==> config.mk <==
export PLATFORM = sky130hd
export DESIGN_NAME = input_port
export DESIGN_NICKNAME = d
export VERILOG_FILES = /design/src/core/input_port_pkg.sv /design/src/core/pin_sample_if.sv /design/src/core/pin_sampler.sv /design/src/core/input_port.sv
export VERILOG_INCLUDE_DIRS = /design/src /design/src/core
export SDC_FILE = /design/constraint.sdc
export NUM_CORES = 1
export LEC_CHECK = 0
export ABC_AREA = 1
export BUFFER_PORTS_ARGS = -buffer_cell sky130_fd_sc_hd__buf_2
export CORE_MARGIN = 4
export CORE_UTILIZATION = 35
export CTS_BUF_LIST = sky130_fd_sc_hd__clkbuf_16
export DETAILED_ROUTE_END_ITERATION = 6
export PLACE_DENSITY = 0.56
export SLEW_MARGIN = 20
export SYNTH_ARGS = -nofsm -noshare
export SYNTH_HDL_FRONTEND = slang
export SYNTH_HIERARCHICAL = 1
export SYNTH_SLANG_ARGS = --single-unit
export TNS_END_PERCENT = 100
==> constraint.sdc <==
create_clock -name clk_i -period 1.8 [get_ports clk_i]
set_input_delay 0.36 -clock clk_i [delete_from_list [all_inputs] [get_ports clk_i]]
set_output_delay 0.36 -clock clk_i [all_outputs]
set_load 0.02 [all_outputs]
==> src/core/input_port_params.svh <==
// Register map, reset values and timing figures of the input port
// Notes on behaviour
// - Four general input bits, each sampled from its own pin.
// - Fourth pin level also drives the timer clock input.
// - Per-bit pull-up chosen at build time, not by software.
// - Every bit can interrupt, each with its own software enable.
// - Enabled bit falling high to low sets the shared flag.
// - Masked bit changes never set the shared flag.
// - One shared flag at F04H bit 0; reads one after interrupt; writes ignored.
// - Enables live in read/write register F14H, one bit per input.
// - Reset clears all enables, so every input starts masked.
// - Reset clears the shared flag.
// - F40H reads live pin levels; writes there have no effect.
// - Re-enabling a bit while its pin is low may set the flag again.
`ifndef INPUT_PORT_PARAMS_SVH
`define INPUT_PORT_PARAMS_SVH
`define IP_ADDR_W 12
`define IP_OFS_FLAG 12'hf04
`define IP_OFS_ENABLE 12'hf14
`define IP_OFS_IRQ_STATUS 12'hf20
`define IP_OFS_IRQ_MASK 12'hf24
`define IP_OFS_LEVEL 12'hf40
`define IP_FLAG_BIT 0
`define IP_ENABLE_RESET 4'h0
`define IP_FLAG_RESET 1'b0
`define IP_IRQ_STATUS_RESET 4'h0
`define IP_IRQ_MASK_RESET 4'h0
`define IP_PULLUP_DEFAULT 4'hf
`define IP_SETTLE_US 500
`define IP_CLK_KHZ 40000
`define IP_SETTLE_CYCLES ((`IP_SETTLE_US * `IP_CLK_KHZ) / 1000)
`endif

==> src/core/input_port_pkg.sv <==
// Types shared by the input port modules
package input_port_pkg;
  typedef enum logic [2:0] {
    REG_NONE = 3'b000,
    REG_FLAG = 3'b001,
    REG_ENABLE = 3'b010,
    REG_LEVEL = 3'b011,
    REG_IRQ_STATUS = 3'b100,
    REG_IRQ_MASK = 3'b101
  } reg_sel_e;
endpackage : input_port_pkg

==> src/core/pin_sample_if.sv <==
// Synchronised pin levels passed from the sampler to the port core
`timescale 1ns/1ps
interface pin_sample_if #(parameter int N_PINS = 4);
  logic [N_PINS-1:0] level;
  modport sampler (output level);
  modport core (input level);
endinterface : pin_sample_if

==> src/core/pin_sampler.sv <==
// Two-stage synchroniser for the input pins
`timescale 1ns/1ps
module pin_sampler #(
  parameter int N_PINS = 4
) (
  // Clock and reset
  input wire logic clk_i,
  input wire logic rst_i,
  input wire logic ce_i,
  // Pads
  input wire logic [N_PINS-1:0] pins_i,
  // Synchronised levels
  pin_sample_if.sampler smp
);
  logic [N_PINS-1:0] meta_q;
  logic [N_PINS-1:0] sync_q;

  // Reset to high: an undriven pulled-up pin must not fake a falling edge
  always_ff @(posedge clk_i) begin
    if (rst_i) begin
      meta_q <= {N_PINS{1'b1}};
      sync_q <= {N_PINS{1'b1}};
    end else if (ce_i) begin
      meta_q <= pins_i;
      sync_q <= meta_q;
    end
  end

  assign smp.level = sync_q;
endmodule : pin_sampler

==> src/core/input_port.sv <==
// Four-bit input port with falling-edge interrupt and Wishbone registers
//
// Local design decision: the Wishbone interface to the registers.
`timescale 1ns/1ps
`include "input_port_params.svh"
module input_port
  import input_port_pkg::*;
#(
  parameter int N_PINS = 4,
  parameter logic [3:0] PULLUP_MASK = `IP_PULLUP_DEFAULT,
  parameter int SETTLE_CYCLES = `IP_SETTLE_CYCLES
) (
  // Clock, reset, enable
  input wire logic clk_i,
  input wire logic rst_i,
  input wire logic ce_i,
  // Wishbone slave
  input wire logic cyc_i,
  input wire logic stb_i,
  input wire logic we_i,
  input wire logic [3:0] sel_i,
  input wire logic [`IP_ADDR_W-1:0] adr_i,
  input wire logic [31:0] dat_i,
  output logic [31:0] dat_o,
  output logic ack_o,
  // Pads
  input wire logic [3:0] pins_i,
  output logic [3:0] pullup_en_o,
  // Timer clock and interrupt
  output logic timer_clk_o,
  output logic irq_o
);
  if (N_PINS != 4) begin : g_bad_width
    $error("input_port serves exactly four pins");
  end
  if (SETTLE_CYCLES < 1) begin : g_bad_settle
    $error("SETTLE_CYCLES must be at least one");
  end
  if (SETTLE_CYCLES > 65535) begin : g_big_settle
    $error("SETTLE_CYCLES must fit the 16-bit settle counter");
  end

  function automatic reg_sel_e decode(input logic [`IP_ADDR_W-1:0] a);
    reg_sel_e s;
    s = REG_NONE;
    if (a == `IP_OFS_FLAG) s = REG_FLAG;
    else if (a == `IP_OFS_ENABLE) s = REG_ENABLE;
    else if (a == `IP_OFS_LEVEL) s = REG_LEVEL;
    else if (a == `IP_OFS_IRQ_STATUS) s = REG_IRQ_STATUS;
    else if (a == `IP_OFS_IRQ_MASK) s = REG_IRQ_MASK;
    return s;
  endfunction : decode

  pin_sample_if #(.N_PINS(4)) smp ();

  pin_sampler #(.N_PINS(4)) u_sampler (
    .clk_i(clk_i),
    .rst_i(rst_i),
    .ce_i(ce_i),
    .pins_i(pins_i),
    .smp(smp)
  );

  logic [3:0] enable_q;
  logic flag_q;
  logic flag_d;
  logic [3:0] irq_status_q;
  logic [3:0] irq_mask_q;
  logic [3:0] armed_q;
  logic [31:0] dat_q;
  logic ack_q;
  wire logic [3:0] settle_ok;

  wire logic req = cyc_i & stb_i & ~ack_q;
  wire reg_sel_e sel = decode(adr_i);
  wire logic wr_lo = req & we_i & sel_i[0];
  wire logic rd = req & ~we_i;
  // armed when pin low and enabled
  wire logic [3:0] armed = ~smp.level & enable_q;
  // falling edge of enabled pin; also re-enable while low
  wire logic [3:0] event_bits = armed & ~armed_q;
  wire logic any_event = |event_bits;
  // read clears the flag at the acknowledging edge
  wire logic flag_rd = rd & (sel == REG_FLAG);
  wire logic [3:0] w1c = (wr_lo & (sel == REG_IRQ_STATUS)) ? dat_i[3:0] : 4'h0;

  // Set wins over the read-clear so no edge is lost
  assign flag_d = any_event | (flag_q & ~flag_rd);

  // reset masks all inputs and clears the flag
  always_ff @(posedge clk_i) begin
    if (rst_i) begin
      enable_q <= `IP_ENABLE_RESET;
      flag_q <= `IP_FLAG_RESET;
      irq_status_q <= `IP_IRQ_STATUS_RESET;
      irq_mask_q <= `IP_IRQ_MASK_RESET;
      armed_q <= 4'h0;
    end else if (ce_i) begin
      // enable register written from the low byte
      if (wr_lo && sel == REG_ENABLE) enable_q <= dat_i[3:0];
      if (wr_lo && sel == REG_IRQ_MASK) irq_mask_q <= dat_i[3:0];
      // flag only set by events, writes ignored
      flag_q <= flag_d;
      irq_status_q <= event_bits | (irq_status_q & ~w1c);
      armed_q <= armed;
    end
  end

  // Per-pin settle indicator, high once the pin has stayed high long enough
  for (genvar i = 0; i < 4; i++) begin : g_settle
    logic [15:0] cnt_q;
    logic ok_q;
    // counts cycles since the pin went high, up to SETTLE_CYCLES, to set the settle indicator
    always_ff @(posedge clk_i) begin
      if (rst_i) begin
        cnt_q <= 16'h0000;
        ok_q <= 1'b0;
      end else if (ce_i) begin
        if (!smp.level[i]) begin
          cnt_q <= 16'h0000;
          ok_q <= 1'b0;
        end else if (cnt_q < 16'(SETTLE_CYCLES)) begin
          cnt_q <= cnt_q + 16'h0001;
        end else begin
          ok_q <= 1'b1;
        end
      end
    end
    // One driver per bit keeps the indicator vector single-sourced
    assign settle_ok[i] = ok_q;
  end

  // Bus answer one cycle after the request; unmapped reads give zero
  always_ff @(posedge clk_i) begin
    if (rst_i) begin
      ack_q <= 1'b0;
      dat_q <= 32'h0000_0000;
    end else if (ce_i) begin
      ack_q <= req;
      if (rd) begin
        unique case (sel)
          REG_FLAG: dat_q <= {31'h0000_0000, flag_q};
          REG_ENABLE: dat_q <= {28'h000_0000, enable_q};
          REG_LEVEL: dat_q <= {24'h00_0000, settle_ok, smp.level};
          REG_IRQ_STATUS: dat_q <= {28'h000_0000, irq_status_q};
          REG_IRQ_MASK: dat_q <= {28'h000_0000, irq_mask_q};
          REG_NONE: dat_q <= 32'h0000_0000;
        endcase
      end
    end
  end

  assign ack_o = ack_q;
  assign dat_o = dat_q;
  assign irq_o = |(irq_status_q & irq_mask_q);
  // pin three feeds the timer clock
  assign timer_clk_o = smp.level[3];
  assign pullup_en_o = PULLUP_MASK;
endmodule : input_port

Word-level counts from Yosys, hierarchy flattened. Cells that the tools add are included.

Input port bits: 58. Memory bits (writable): 0. Logic and storage cells: 102. Output and inout bits: 39. Flip-flop bits (word level): 126. ROM bits: 0. Latch bits: 0. Memories: 0.

Mux-type cells: 23. Order comparisons: 4. $add $sub $neg: 4. Reductions and logical operators: 16. Multiply operators: 0. Div/mod/pow operators: 0. Shift-type cells: 0. Bitwise logic cells: 20. Equal/unequal tests: 18.

Operators by type and width (number): 32-bit one-hot mux with 6 select lines (1); 16-bit two-way mux (8); 16-bit by 1-bit adder with 16-bit output, second input constant (4); 16-bit by 15-bit less-than comparator with 1-bit output, second input constant (4); 12-bit equality test, second input constant (5); 2-bit AND reduction (11); 4-bit AND (4); 2-bit inequality test, second input constant (8); 3-bit two-way mux (5); 4-bit NOT (3); 1-bit AND (8); 1-bit two-way mux (8); 4-bit OR reduction (2); 3-bit by 2-bit equality test with 1-bit output, second input constant (2); 3-bit equality test, second input constant (2); 4-bit two-way mux (1); 4-bit bitwise OR (1); 3-bit by 1-bit equality test with 1-bit output, second input constant (1); 3-bit zero test (1); 1-bit NOT (3); 1-bit logical AND (2); 1-bit bitwise OR (1).

Logic depth before layout (Yosys ltp). Gate-level depths: netlist of the first run.

Word-level depth: 12. Depth in mapped cells: 10. Mapped depth without buffers: 10.

Modules after synthesis. The synthesis of the first run kept the hierarchy.

By module, submodules not included: input_port (area each 5708.0 um2, sequential area each 1881.8 um2, cells each 860, times used 1); pin_sampler (area each 279.0 um2, sequential area each 160.2 um2, cells each 35, times used 1).

Worst setup path before layout of the first run. Ideal clock, no wire load.

Path type: input port to flip-flop. From: input port adr_i[9]. To: register irq_status_q[0]. Setup time: 0.132 ns. Stages: 9. Buffers on the path: 0. Arrival: 1.237 ns. Path slack: 0.431 ns. Data required time: 1.668 ns. Cell sequence: nand2_1 -> nor2_4 -> inv_2 -> nor2_2 -> nand2_1 -> nor2_1 -> nand2_1 -> nand2_1 -> a21oi_1.

Longest elaborated chain between the ends: 12. Elaborated cells between the ends (all ways): 16. Those cells by class: 6 x eq/ne; 6 x mux; 4 x bitwise.

RTL lines: from (decl) (line input_port.sv:22) `` input wire logic [`IP_ADDR_W-1:0] adr_i, ``; 12-bit equality test (no source line); 3-bit two-way mux (line input_port.sv:50) `` else if (a == `IP_OFS_IRQ_MASK) s = REG_IRQ_MASK; ``; 3-bit two-way mux (line input_port.sv:49) `` else if (a == `IP_OFS_IRQ_STATUS) s = REG_IRQ_STATUS; ``; 3-bit two-way mux (line input_port.sv:48) `` else if (a == `IP_OFS_LEVEL) s = REG_LEVEL; ``; 3-bit two-way mux (line input_port.sv:47) `` else if (a == `IP_OFS_ENABLE) s = REG_ENABLE; ``; 3-bit two-way mux * (line input_port.sv:46) `` if (a == `IP_OFS_FLAG) s = REG_FLAG; ``; 3-bit equality test * (line input_port.sv:85) `wire logic [3:0] w1c = (wr_lo & (sel == REG_IRQ_STATUS)) ? dat_i[3:0] : 4'h0;`; 1-bit AND * (line input_port.sv:85); 4-bit two-way mux * (line input_port.sv:85); 4-bit NOT * (line input_port.sv:104) `irq_status_q <= event_bits | (irq_status_q & ~w1c);`; 4-bit AND * (line input_port.sv:104); 4-bit bitwise OR * (line input_port.sv:104); to (signal assigned) (line input_port.sv:95) `` irq_status_q <= `IP_IRQ_STATUS_RESET; ``; to (signal assigned) (line input_port.sv:104); to (decl) (line input_port.sv:67) `logic [3:0] irq_status_q;`.

Mark *: on every way between the ends. The rest lies on a longest branch, timed or not. A chain may end at the register's enable or synchronous reset.

Worst setup path after layout of the first run.
From: register g_settle[0].cnt_q[0]. To: register g_settle[0].cnt_q[12].

Longest elaborated chain between the ends: 3. Elaborated cells between the ends (all ways): 6. Those cells by class: 1 x add/sub; 1 x order compare; 1 x eq/ne; 2 x mux; 1 x reduce/logical.

RTL lines: from (decl) (line input_port.sv:111) `logic [15:0] cnt_q;`; from (signal assigned) (line input_port.sv:123) `cnt_q <= cnt_q + 16'h0001;`; 16-bit by 1-bit adder with 16-bit output or 16-bit by 15-bit less-than comparator with 1-bit output (tied branches) (line input_port.sv:123, input_port.sv:122); 16-bit two-way mux or 2-bit inequality test (tied branches); 16-bit two-way mux or 2-bit AND reduction (tied branches).

Several ways; a longest one is shown, not always the timed one. The select of a mux whose other input is x is not followed.

==> results of run 1 <==
==> power groups by stage <==
stage / clock network [W] / logic (W) / registers, W
after floorplan: 0 / 0.000344 / 0.00237
after global placement: 0 / 0.000433 / 0.00237
after detailed placement: 0 / 0.000436 / 0.00237
after CTS: 0.00188 / 0.000438 / 0.00232
after global routing: 0.00197 / 0.000483 / 0.00232
final: 0.00180 / 0.000436 / 0.00232
==> through the flow <==
step	utilization [%]	std cells
5_1_grt	39.6	1160
2_1_floorplan	-	921
3_5_place_dp	38.0	1144
4_1_cts	39.6	1160
3_3_place_gp	38.0	1144
6_report	39.6	1160
==> worst max-delay path, cell delays in order, from the launching register on <==
cell and delay [ps]:
dfxtp_1 410, ha_1 280, inv_1 60, nor2_1 230
nand3_1 140, xor2_1 160, nor2_1 90, nand2_1 50
a21oi_1 120
==> worst min-delay path by stage <==
stage | startpoint | end | slack, ps | cells past startpoint
after detailed placement | g_settle[0].cnt_q[15]$_SDFFE_PP0P_ | g_settle[0].cnt_q[15]$_SDFFE_PP0P_ | 440 | 2
after CTS | pins_i[1] | u_sampler/meta_q[1]$_SDFFE_PP1P_ | 240 | 3
final | pins_i[2] | u_sampler/meta_q[2]$_SDFFE_PP1P_ | 260 | 3
after global placement | g_settle[2].cnt_q[15]$_SDFFE_PP0P_ | g_settle[2].cnt_q[15]$_SDFFE_PP0P_ | 440 | 2
after floorplan | g_settle[1].cnt_q[15]$_SDFFE_PP0P_ | g_settle[1].cnt_q[15]$_SDFFE_PP0P_ | 430 | 2
after global routing | pins_i[0] | u_sampler/meta_q[0]$_SDFFE_PP1P_ | 260 | 3
==> cells by family (layout without fill, tap and decap cells) <==
kind of cell	after synthesis	after routing
AOI/OAI and AO/OA	112	112
xor gates and xnor gates	35	35
DFF	102	102
and+or+nand+nor	517	517
adders and majority gates	4	4
other	2	28
buffers and inverters	123	142
==> sequential cells by signal (all words and copies together), names as in the netlist <==
name / count
dat_o: 8
enable_q: 4
u_sampler/smp.level: 4
irq_mask_q: 4
ack_o: 1
g_settle.cnt_q: 64
flag_q: 1
armed_q: 4
u_sampler/meta_q: 4
irq_status_q: 4
g_settle.ok_q: 4
==> per-layer routing <==
metal  global-route usage, %  routed length, µm  share of wire, %
met1                    21.3               7430                50
met5                       0                  0                 0
met4                    4.48                261               1.8
met2                    23.8               6520                44
met3                    3.62                547               3.7
==> cells in the final DEF (no fill, tap or decap), types with 3 or more instances in the layout <==
master and n:
a21oi_1 72, a21oi_2 13, and2_1 3, buf_2 37, buf_4 21, clkbuf_16 9
clkinvlp_4 4, conb_1 28, dfxtp_1 102, ha_1 4, inv_1 53, inv_2 14
nand2_1 194, nand2_2 9, nand2_4 4, nand3_1 114, nand3_2 4, nand4_1 9
nor2_1 144, nor2_2 4, nor3_1 12, nor3_2 13, o21ai_0 20, o21ai_1 6
xor2_1 35
==> final cells by class <==
class                           count  share of cell area [%]
Multi-Input combinational cell    696                    51.6
Inverter                           67                    3.81
Clock inverter                      7                   0.644
Sequential cell                   102                    30.9
Tap cell                          220                    4.17
Clock buffer                        9                    3.41
Timing Repair Buffer               59                    5.49
==> reports/metrics.yaml, run 1 <==
critical_path:
  cp-end-kind: "flip-flop"
  endpoint: "g_settle[0].cnt_q[12]$_SDFFE_PP0P_"
  worstPathArrival_ps: 1900
  crit_type: "reg2reg"
  rrSetupSlack_ps: 190
  start_kind: "flip-flop"
  rr_worst_depth: 8
  cp_max_fo: 5
  cp.required_ps: 2080
  r2r-end: "g_settle[0].cnt_q[12]$_SDFFE_PP0P_"
  r2r_start: "g_settle[0].cnt_q[0]$_SDFFE_PP0P_"
  cp-startpoint: "g_settle[0].cnt_q[0]$_SDFFE_PP0P_"
power_and_ir_drop:
  intPower_w: 0.00333
  switching_share_pct: 26.9
  total_power_w: 0.00456
  p_per_area_nw_per_um2: 690
  power_frac_clock_pct: 39.5
  leakage_nw: 2.48
  power.switching_w: 0.00122
  combPwrFrac_pct: 9.6
  peakVddDrop_uv: 441
  pwr-share-seq_pct: 50.9
cts:
  numCtsBuffers: 9
  cts_tree: "done"
  hold_buffers: 0
  cts_max_level: 3
  clk_latency_ps: 350
  cts_sinks: 102
  clockRootBuffer: "clkbuf_16"
  clk_pin_slew_ps: 70
  cts_setup_buffers: 0
  cts_resized: 0
  cts_buffer_depth: 2
placement:
  dpl_cell_area_um2: 6340
  globalplace.congestion: 0.855
  dp_hpwl_um: 10800
  io_buffers: 37
  pre_cts_slack_ps: 150
synth:
  synth-edff-count: 0
  synth_area_leaders: "dfxtp_1, nand2_1, nand3_1"
  ys_types: 33
  synth.largest_area_cell: "dfxtp_1"
  synth_top_family_by_area: "simple AND/OR/NAND/NOR gates"
  synth.top_cell.area_share_pct: 34.1
  async_reset_ff_share_pct: 0
  yosys-mux-area-fraction_pct: 0
  yosys.area_share.simple_pct: 39.0
  synthCells: 895
  synth_adder_area_share_pct: 0.836
  synth.most_common_cell: "nand2_1"
  synth_xor_xnor_area_share_pct: 5.12
  synth_area_um2: 5990
  ys_ff_latch: 102
  synth_compound_area_share_pct: 10.2
  synth_common_cells: "nand2_1, nor2_1, nand3_1"
  ys_seq_area_share_pct: 34.1
  avgSynthCellArea_um2: 6.69
  ys.flop_type: "dfxtp_1"
  yosys_warnings: 6
grt:
  overflow: 0
  grt_pass1_vias: 4950
  grt_max_degree: 59
  grt_pass1_wl_um: 24600
  grt.total_usage_pct: 15.3
  antenna_found_initial: 0
routing:
  drtIter0Drc: 339
  ant_nets: 0
  routed_wirelength_um: 14800
  routed_via_density: 4.77
  drcViolationCount: 0
  vias: 5529
  avgRoutedWirePerCell_um: 12.7
  first_pass_iters: 6
worst_hold_path:
  hold_class: "in2reg"
floorplan:
  die_h_um: 139
  num_io_pins: 97
  start_util_pct: 35.8
  die_area_um2: 19300
  core_area_um2: 16700
  rows: 47
  die_w_um: 139
sta:
  hold_viol_final: 0
  slew_violations: 0
  layout_setup_ws_ps: 189
  skew_ps: 6.19
  rsz0062_at_grt: "no"
  period_share_pct: 89.5
  finalSetupTns_ps: 0
  setup_violations: 0
  worst_hold_slack_ps: 264
  period_needed_ps: 1610
  timing.fmax_mhz: 621
layout:
  regArea_um2: 2040
  final_nets: 997
  diodes: 0
  multiInputGateArea_um2: 3410
  syn_to_final_growth_pct: 10.3
  n_fill_cell: 1822
  layout-drive-gt1-share_pct: 14.8
  post-route-cell-area_um2: 6610
status:
  run_status: "complete, no violations"
job:
  cap_violations: 0
(Power assumes the default switching activity.)
==> inputs of run 2 (changes only) <==
- BUFFER_PORTS_ARGS: -buffer_cell sky130_fd_sc_hd__buf_2 -> -buffer_cell sky130_fd_sc_hd__clkbuf_2
- PLACE_DENSITY: 0.56 -> 0.58
- clock period: 1.8 -> 1.29 ns (I/O delays scaled with it)
==> reports/metrics.yaml, run 2 (synthesis gave the netlist of run 1 again) <==
sta:
  skew_ps: 8.58
  setup_violations: 66
  finalSetupTns_ps: -7020
  period_share_pct: 112
  timing.fmax_mhz: 694
  hold_viol_final: 0
  layout_setup_ws_ps: -151
  slew_violations: 0
  period_needed_ps: 1440
  rsz0062_at_grt: "yes"
power_and_ir_drop:
  switching_share_pct: 27.1
  peakVddDrop_uv: 645
  power.switching_w: 0.00185
  leakage_nw: 3.43
  power_frac_clock_pct: 39.4
  total_power_w: 0.00685
  pwr-share-seq_pct: 47.2
  combPwrFrac_pct: 13.4
  p_per_area_nw_per_um2: 785
  intPower_w: 0.00500
layout:
  n_fill_cell: 1627
  mostFrequentLayoutCells: "nand2_1, buf_4, nor2_1"
  fin_util_pct: 52.3
  max_flop_register: "g_settle.cnt_q"
  final_nets: 1141
  final_common_cell: "nand2_1"
  layout-drive-gt1-share_pct: 43.3
  syn_to_final_growth_pct: 45.8
  fin_cells: 1303
  diodes: 0
  largest_reg_flops: 64
grt:
  use_met3_pct: 3.48
  antenna_found_initial: 0
  overflow: 0
  grt_max_degree: 59
  grt_pass1_vias: 5866
  use_met2_pct: 30.0
  grtUsageMet1_pct: 24.1
  grt.total_usage_pct: 17.9
  grt_pass1_wl_um: 28900
  grt.busiest_layer: "met2"
critical_path:
  r2r_start: "g_settle[0].cnt_q[15]$_SDFFE_PP0P_"
  cp.depth: 8
  worst-path-buf-inv: 2
  path_cells: "inv_2, nand2_2, nor3_4, nand3_2, nand3_4, buf_6, nand3_1, a21oi_1"
  critical-path-top-delay-family: "simple AND/OR/NAND/NOR gates"
  crit_type: "reg2reg"
  worst_path_max_delay_cell: "dfxtp_2"
  worstPathArrival_ps: 1720
  cp_max_fo: 6
  cp.required_ps: 1570
  start_kind: "flip-flop"
  rrSetupSlack_ps: -150
  rr_worst_depth: 8
  r2r-end: "g_settle[0].cnt_q[1]$_SDFFE_PP0P_"
  cp-end-kind: "flip-flop"
  slowest_delay_ps: 320
floorplan:
  core_area_um2: 16700
  num_io_pins: 97
  die_area_um2: 19300
  start_util_pct: 35.8
  die_w_um: 139
  rows: 47
  die_h_um: 139
worst_hold_path:
  min_to: "u_sampler/meta_q[3]$_SDFFE_PP1P_"
  hold_class: "in2reg"
  min_from: "pins_i[3]"
  holdPathStages: 3
cts:
  cts_buffer_depth: 2
  numCtsBuffers: 9
  cts_tree: "done"
  cts_sinks: 102
  cts_max_level: 3
  clockRootBuffer: "clkbuf_16"
  hold_buffers: 0
  clk_latency_ps: 350
  clk_pin_slew_ps: 70
placement:
  globalplace.congestion: 0.861
  dp_hpwl_um: 11500
  pre_cts_slack_ps: -201
  dp.cells: 1252
  io_buffers: 37
routing:
  first_pass_iters: 4
  routed_wirelength_um: 17900
  vias: 6275
  avgRoutedWirePerCell_um: 13.7
  drcViolationCount: 0
  routed_via_density: 4.82
  drtIter0Drc: 405
  ant_nets: 0
status:
  violations: "setup timing"
  run_status: "finished, violations left"
job:
  cap_violations: 0
run 2: cell count changes in the layout (fill, tap and decap cells not counted), sizes merged:
cell | before | now
buf | 59 | 158
bufinv | 0 | 1
clkbuf | 9 | 46
clkinv | 3 | 4
clkinvlp | 4 | 1
nand2 | 207 | 215
run 2: worst max-delay path by stage:
stage / slack, ps / startpoint / to
floorplan: 4 / g_settle[3].cnt_q[14]$_SDFFE_PP0P_ / g_settle[3].cnt_q[12]$_SDFFE_PP0P_
global placement: -200 / ce_i / irq_status_q[0]$_SDFFE_PP0P_
detailed placement: -200 / ce_i / irq_status_q[0]$_SDFFE_PP0P_
CTS: -100 / irq_mask_q[3]$_SDFFE_PP0P_ / irq_o
global route: -280 / g_settle[0].cnt_q[15]$_SDFFE_PP0P_ / g_settle[0].cnt_q[9]$_SDFFE_PP0P_
finish: -150 / g_settle[0].cnt_q[15]$_SDFFE_PP0P_ / g_settle[0].cnt_q[1]$_SDFFE_PP0P_
run 2: cell type report:
cell class              count  area [µm²]  share of cell area, %
flip-flops and latches    102        2130                   24.4
clock buffers               9         225                   2.58
clock inverters             6        55.1                  0.631
repair buffers            195        1510                   17.3
multi-input cells         704        4280                   49.0
well taps                 220         275                   3.15
inverters                  67         254                   2.91
run 2: power by group through the flow:
stage / registers (W) / clock network (W) / logic, W
after floorplan: 0.00332 / 0 / 0.000483
after global placement: 0.00331 / 0 / 0.000696
after detailed placement: 0.00331 / 0 / 0.000698
after CTS: 0.00324 / 0.00277 / 0.000811
after global routing: 0.00324 / 0.00287 / 0.00100
final: 0.00323 / 0.00270 / 0.000920
run 2: routing by layer:
layer,up-vias,part of all wire [%]
met3,22,4.3
met4,0,1.5
met1,2893,47
li1,3227,-
met5,-,0
met2,133,47
run 2: worst min-delay path, stage by stage:
cell and delay (ps):
clkbuf_2 100, nand2_1 50, nand3_1 60
run 2: repair_timing:
item                                    4_1_cts  5_1_grt
endpoints found under the setup margin       76       88
buffers inserted                             18       11
pin swaps                                    46       47
cloned                                        5        5
resized for setup                           121      135
run 2: stage by stage:
step	instance area (µm²)	hold slack [ps]
final	8730	156
after global placement	7200	440
after CTS	8130	137
after detailed placement	7200	442
after floorplan	6130	380
after global routing	8730	161
==> inputs of run 3 (changes only) <==
- RECOVER_POWER: default -> 100
==> reports/metrics.yaml, run 3 (synthesis gave the netlist of run 1 again) <==
cts:
  cts_max_level: 3
  cts_sinks: 102
  cts_buffer_depth: 2
  clockRootBuffer: "clkbuf_16"
  clk_pin_slew_ps: 70
  hold_buffers: 0
  numCtsBuffers: 9
  clk_latency_ps: 350
  cts_tree: "done"
floorplan:
  core_area_um2: 16700
  start_util_pct: 35.8
  die_area_um2: 19300
  rows: 47
  num_io_pins: 97
  die_w_um: 139
  die_h_um: 139
routing:
  drcViolationCount: 0
  wl_met3_um: 768
  routed_wirelength_um: 17900
  routed_via_density: 4.82
  met2_length_um: 8470
  ant_nets: 0
  first_pass_iters: 4
  drtIter0Drc: 405
  wl_met1_um: 8350
  routed.top_layer: "met4"
  avgRoutedWirePerCell_um: 13.7
  vias: 6275
layout:
  regArea_um2: 2130
  max_flop_register: "g_settle.cnt_q"
  syn_to_final_growth_pct: 45.7
  n_fill_cell: 1628
  layout-drive-gt1-share_pct: 43.2
  multiInputGateArea_um2: 4280
  mostFrequentLayoutCells: "nand2_1, buf_4, nor2_1"
  final_nets: 1141
  final_common_cell: "nand2_1"
  largest_reg_flops: 64
  diodes: 0
placement:
  dp_hpwl_um: 11500
  io_buffers: 37
  globalplace.congestion: 0.861
power_and_ir_drop:
  total_power_w: 0.00685
  peakVddDrop_uv: 645
  p_per_area_nw_per_um2: 785
  leakage_nw: 3.43
grt:
  grt_pass1_wl_um: 28900
  grt.total_usage_pct: 17.9
  overflow: 0
  grt_pass1_vias: 5866
  antenna_found_initial: 0
  grt_max_degree: 59
sta:
  skew_ps: 8.58
  worst_hold_slack_ps: 156
  layout_setup_ws_ps: -151
  period_share_pct: 112
  rsz0062_at_grt: "yes"
  period_needed_ps: 1440
  hold_viol_final: 0
  setup_violations: 66
  timing.fmax_mhz: 694
  slew_violations: 0
critical_path:
  cp-end-kind: "flip-flop"
  start_kind: "flip-flop"
  cp.required_ps: 1570
  cp_max_fo: 6
  worstPathArrival_ps: 1720
  crit_type: "reg2reg"
status:
  violations: "setup timing"
  run_status: "finished, violations left"
job:
  cap_violations: 0
worst_hold_path:
  hold_class: "in2reg"
## run 3: layout make-up
cell class,count,area share [%]
tap,220,3.15
clock buffer,9,2.58
multi-input combinational,704,49.0
clock inverter,6,0.631
inverter,67,2.91
sequential,102,24.4
timing repair buffer,195,17.3
## run 3: per-layer routing
metal / global-route usage, % / vias to the layer above
li1: - / 3227
met1: 24.1 / 2893
met2: 30.0 / 133
met3: 3.48 / 22
met4: 3.60 / 0
met5: 0 / -
## run 3: timing repair
| action | CTS | global route |
|---|---|---|
| pin swaps | 46 | 47 |
| resized for setup | 121 | 135 |
| setup endpoints to repair | 76 | 88 |
| buffers inserted | 18 | 11 |
| cloned | 5 | 5 |
## run 3: path summary, 6_finish.rpt
| kind | cells after the start | endpoint | slack (ps) | start |
|---|---|---|---|---|
| hold reg to reg | 2 | u_sampler/meta_q[1]$_SDFFE_PP1P_ | 460 | u_sampler/meta_q[1]$_SDFFE_PP1P_ |
| hold / removal | 3 | u_sampler/meta_q[3]$_SDFFE_PP1P_ | 160 | pins_i[3] |
| setup / recovery | 8 | g_settle[0].cnt_q[1]$_SDFFE_PP0P_ | -150 | g_settle[0].cnt_q[15]$_SDFFE_PP0P_ |
| setup reg to reg | 8 | g_settle[0].cnt_q[1]$_SDFFE_PP0P_ | -150 | g_settle[0].cnt_q[15]$_SDFFE_PP0P_ |
## run 3: critical path: stages (launching register included)
cell	delay (ps)
dfxtp_2	320
inv_2	70
nand2_2	60
nor3_4	230
nand3_2	150
nand3_4	180
buf_6	170
nand3_1	70
a21oi_1	120
## run 3: stage by stage
step           setup WS (ps)  utilization [%]  instance area (µm²)  TNS, ps  instances
2_1_floorplan           3.62                -                 6130        0        921
6_report                -151             52.2                 8730    -7020       1303
3_5_place_dp            -201             43.1                 7200    -6360       1252
3_3_place_gp            -198             43.1                 7200    -5930       1252
5_1_grt                 -282             52.2                 8730   -13790       1303
4_1_cts                -96.6             48.7                 8130    -3470       1290
## run 3: power by group
group	switching, W	leakage (nW)	total [W]	internal [W]
clock network	0.00122	0.140	0.00270	0.00148
logic	0.000588	2.44	0.000920	0.000332
registers	0.0000458	0.854	0.00323	0.00319
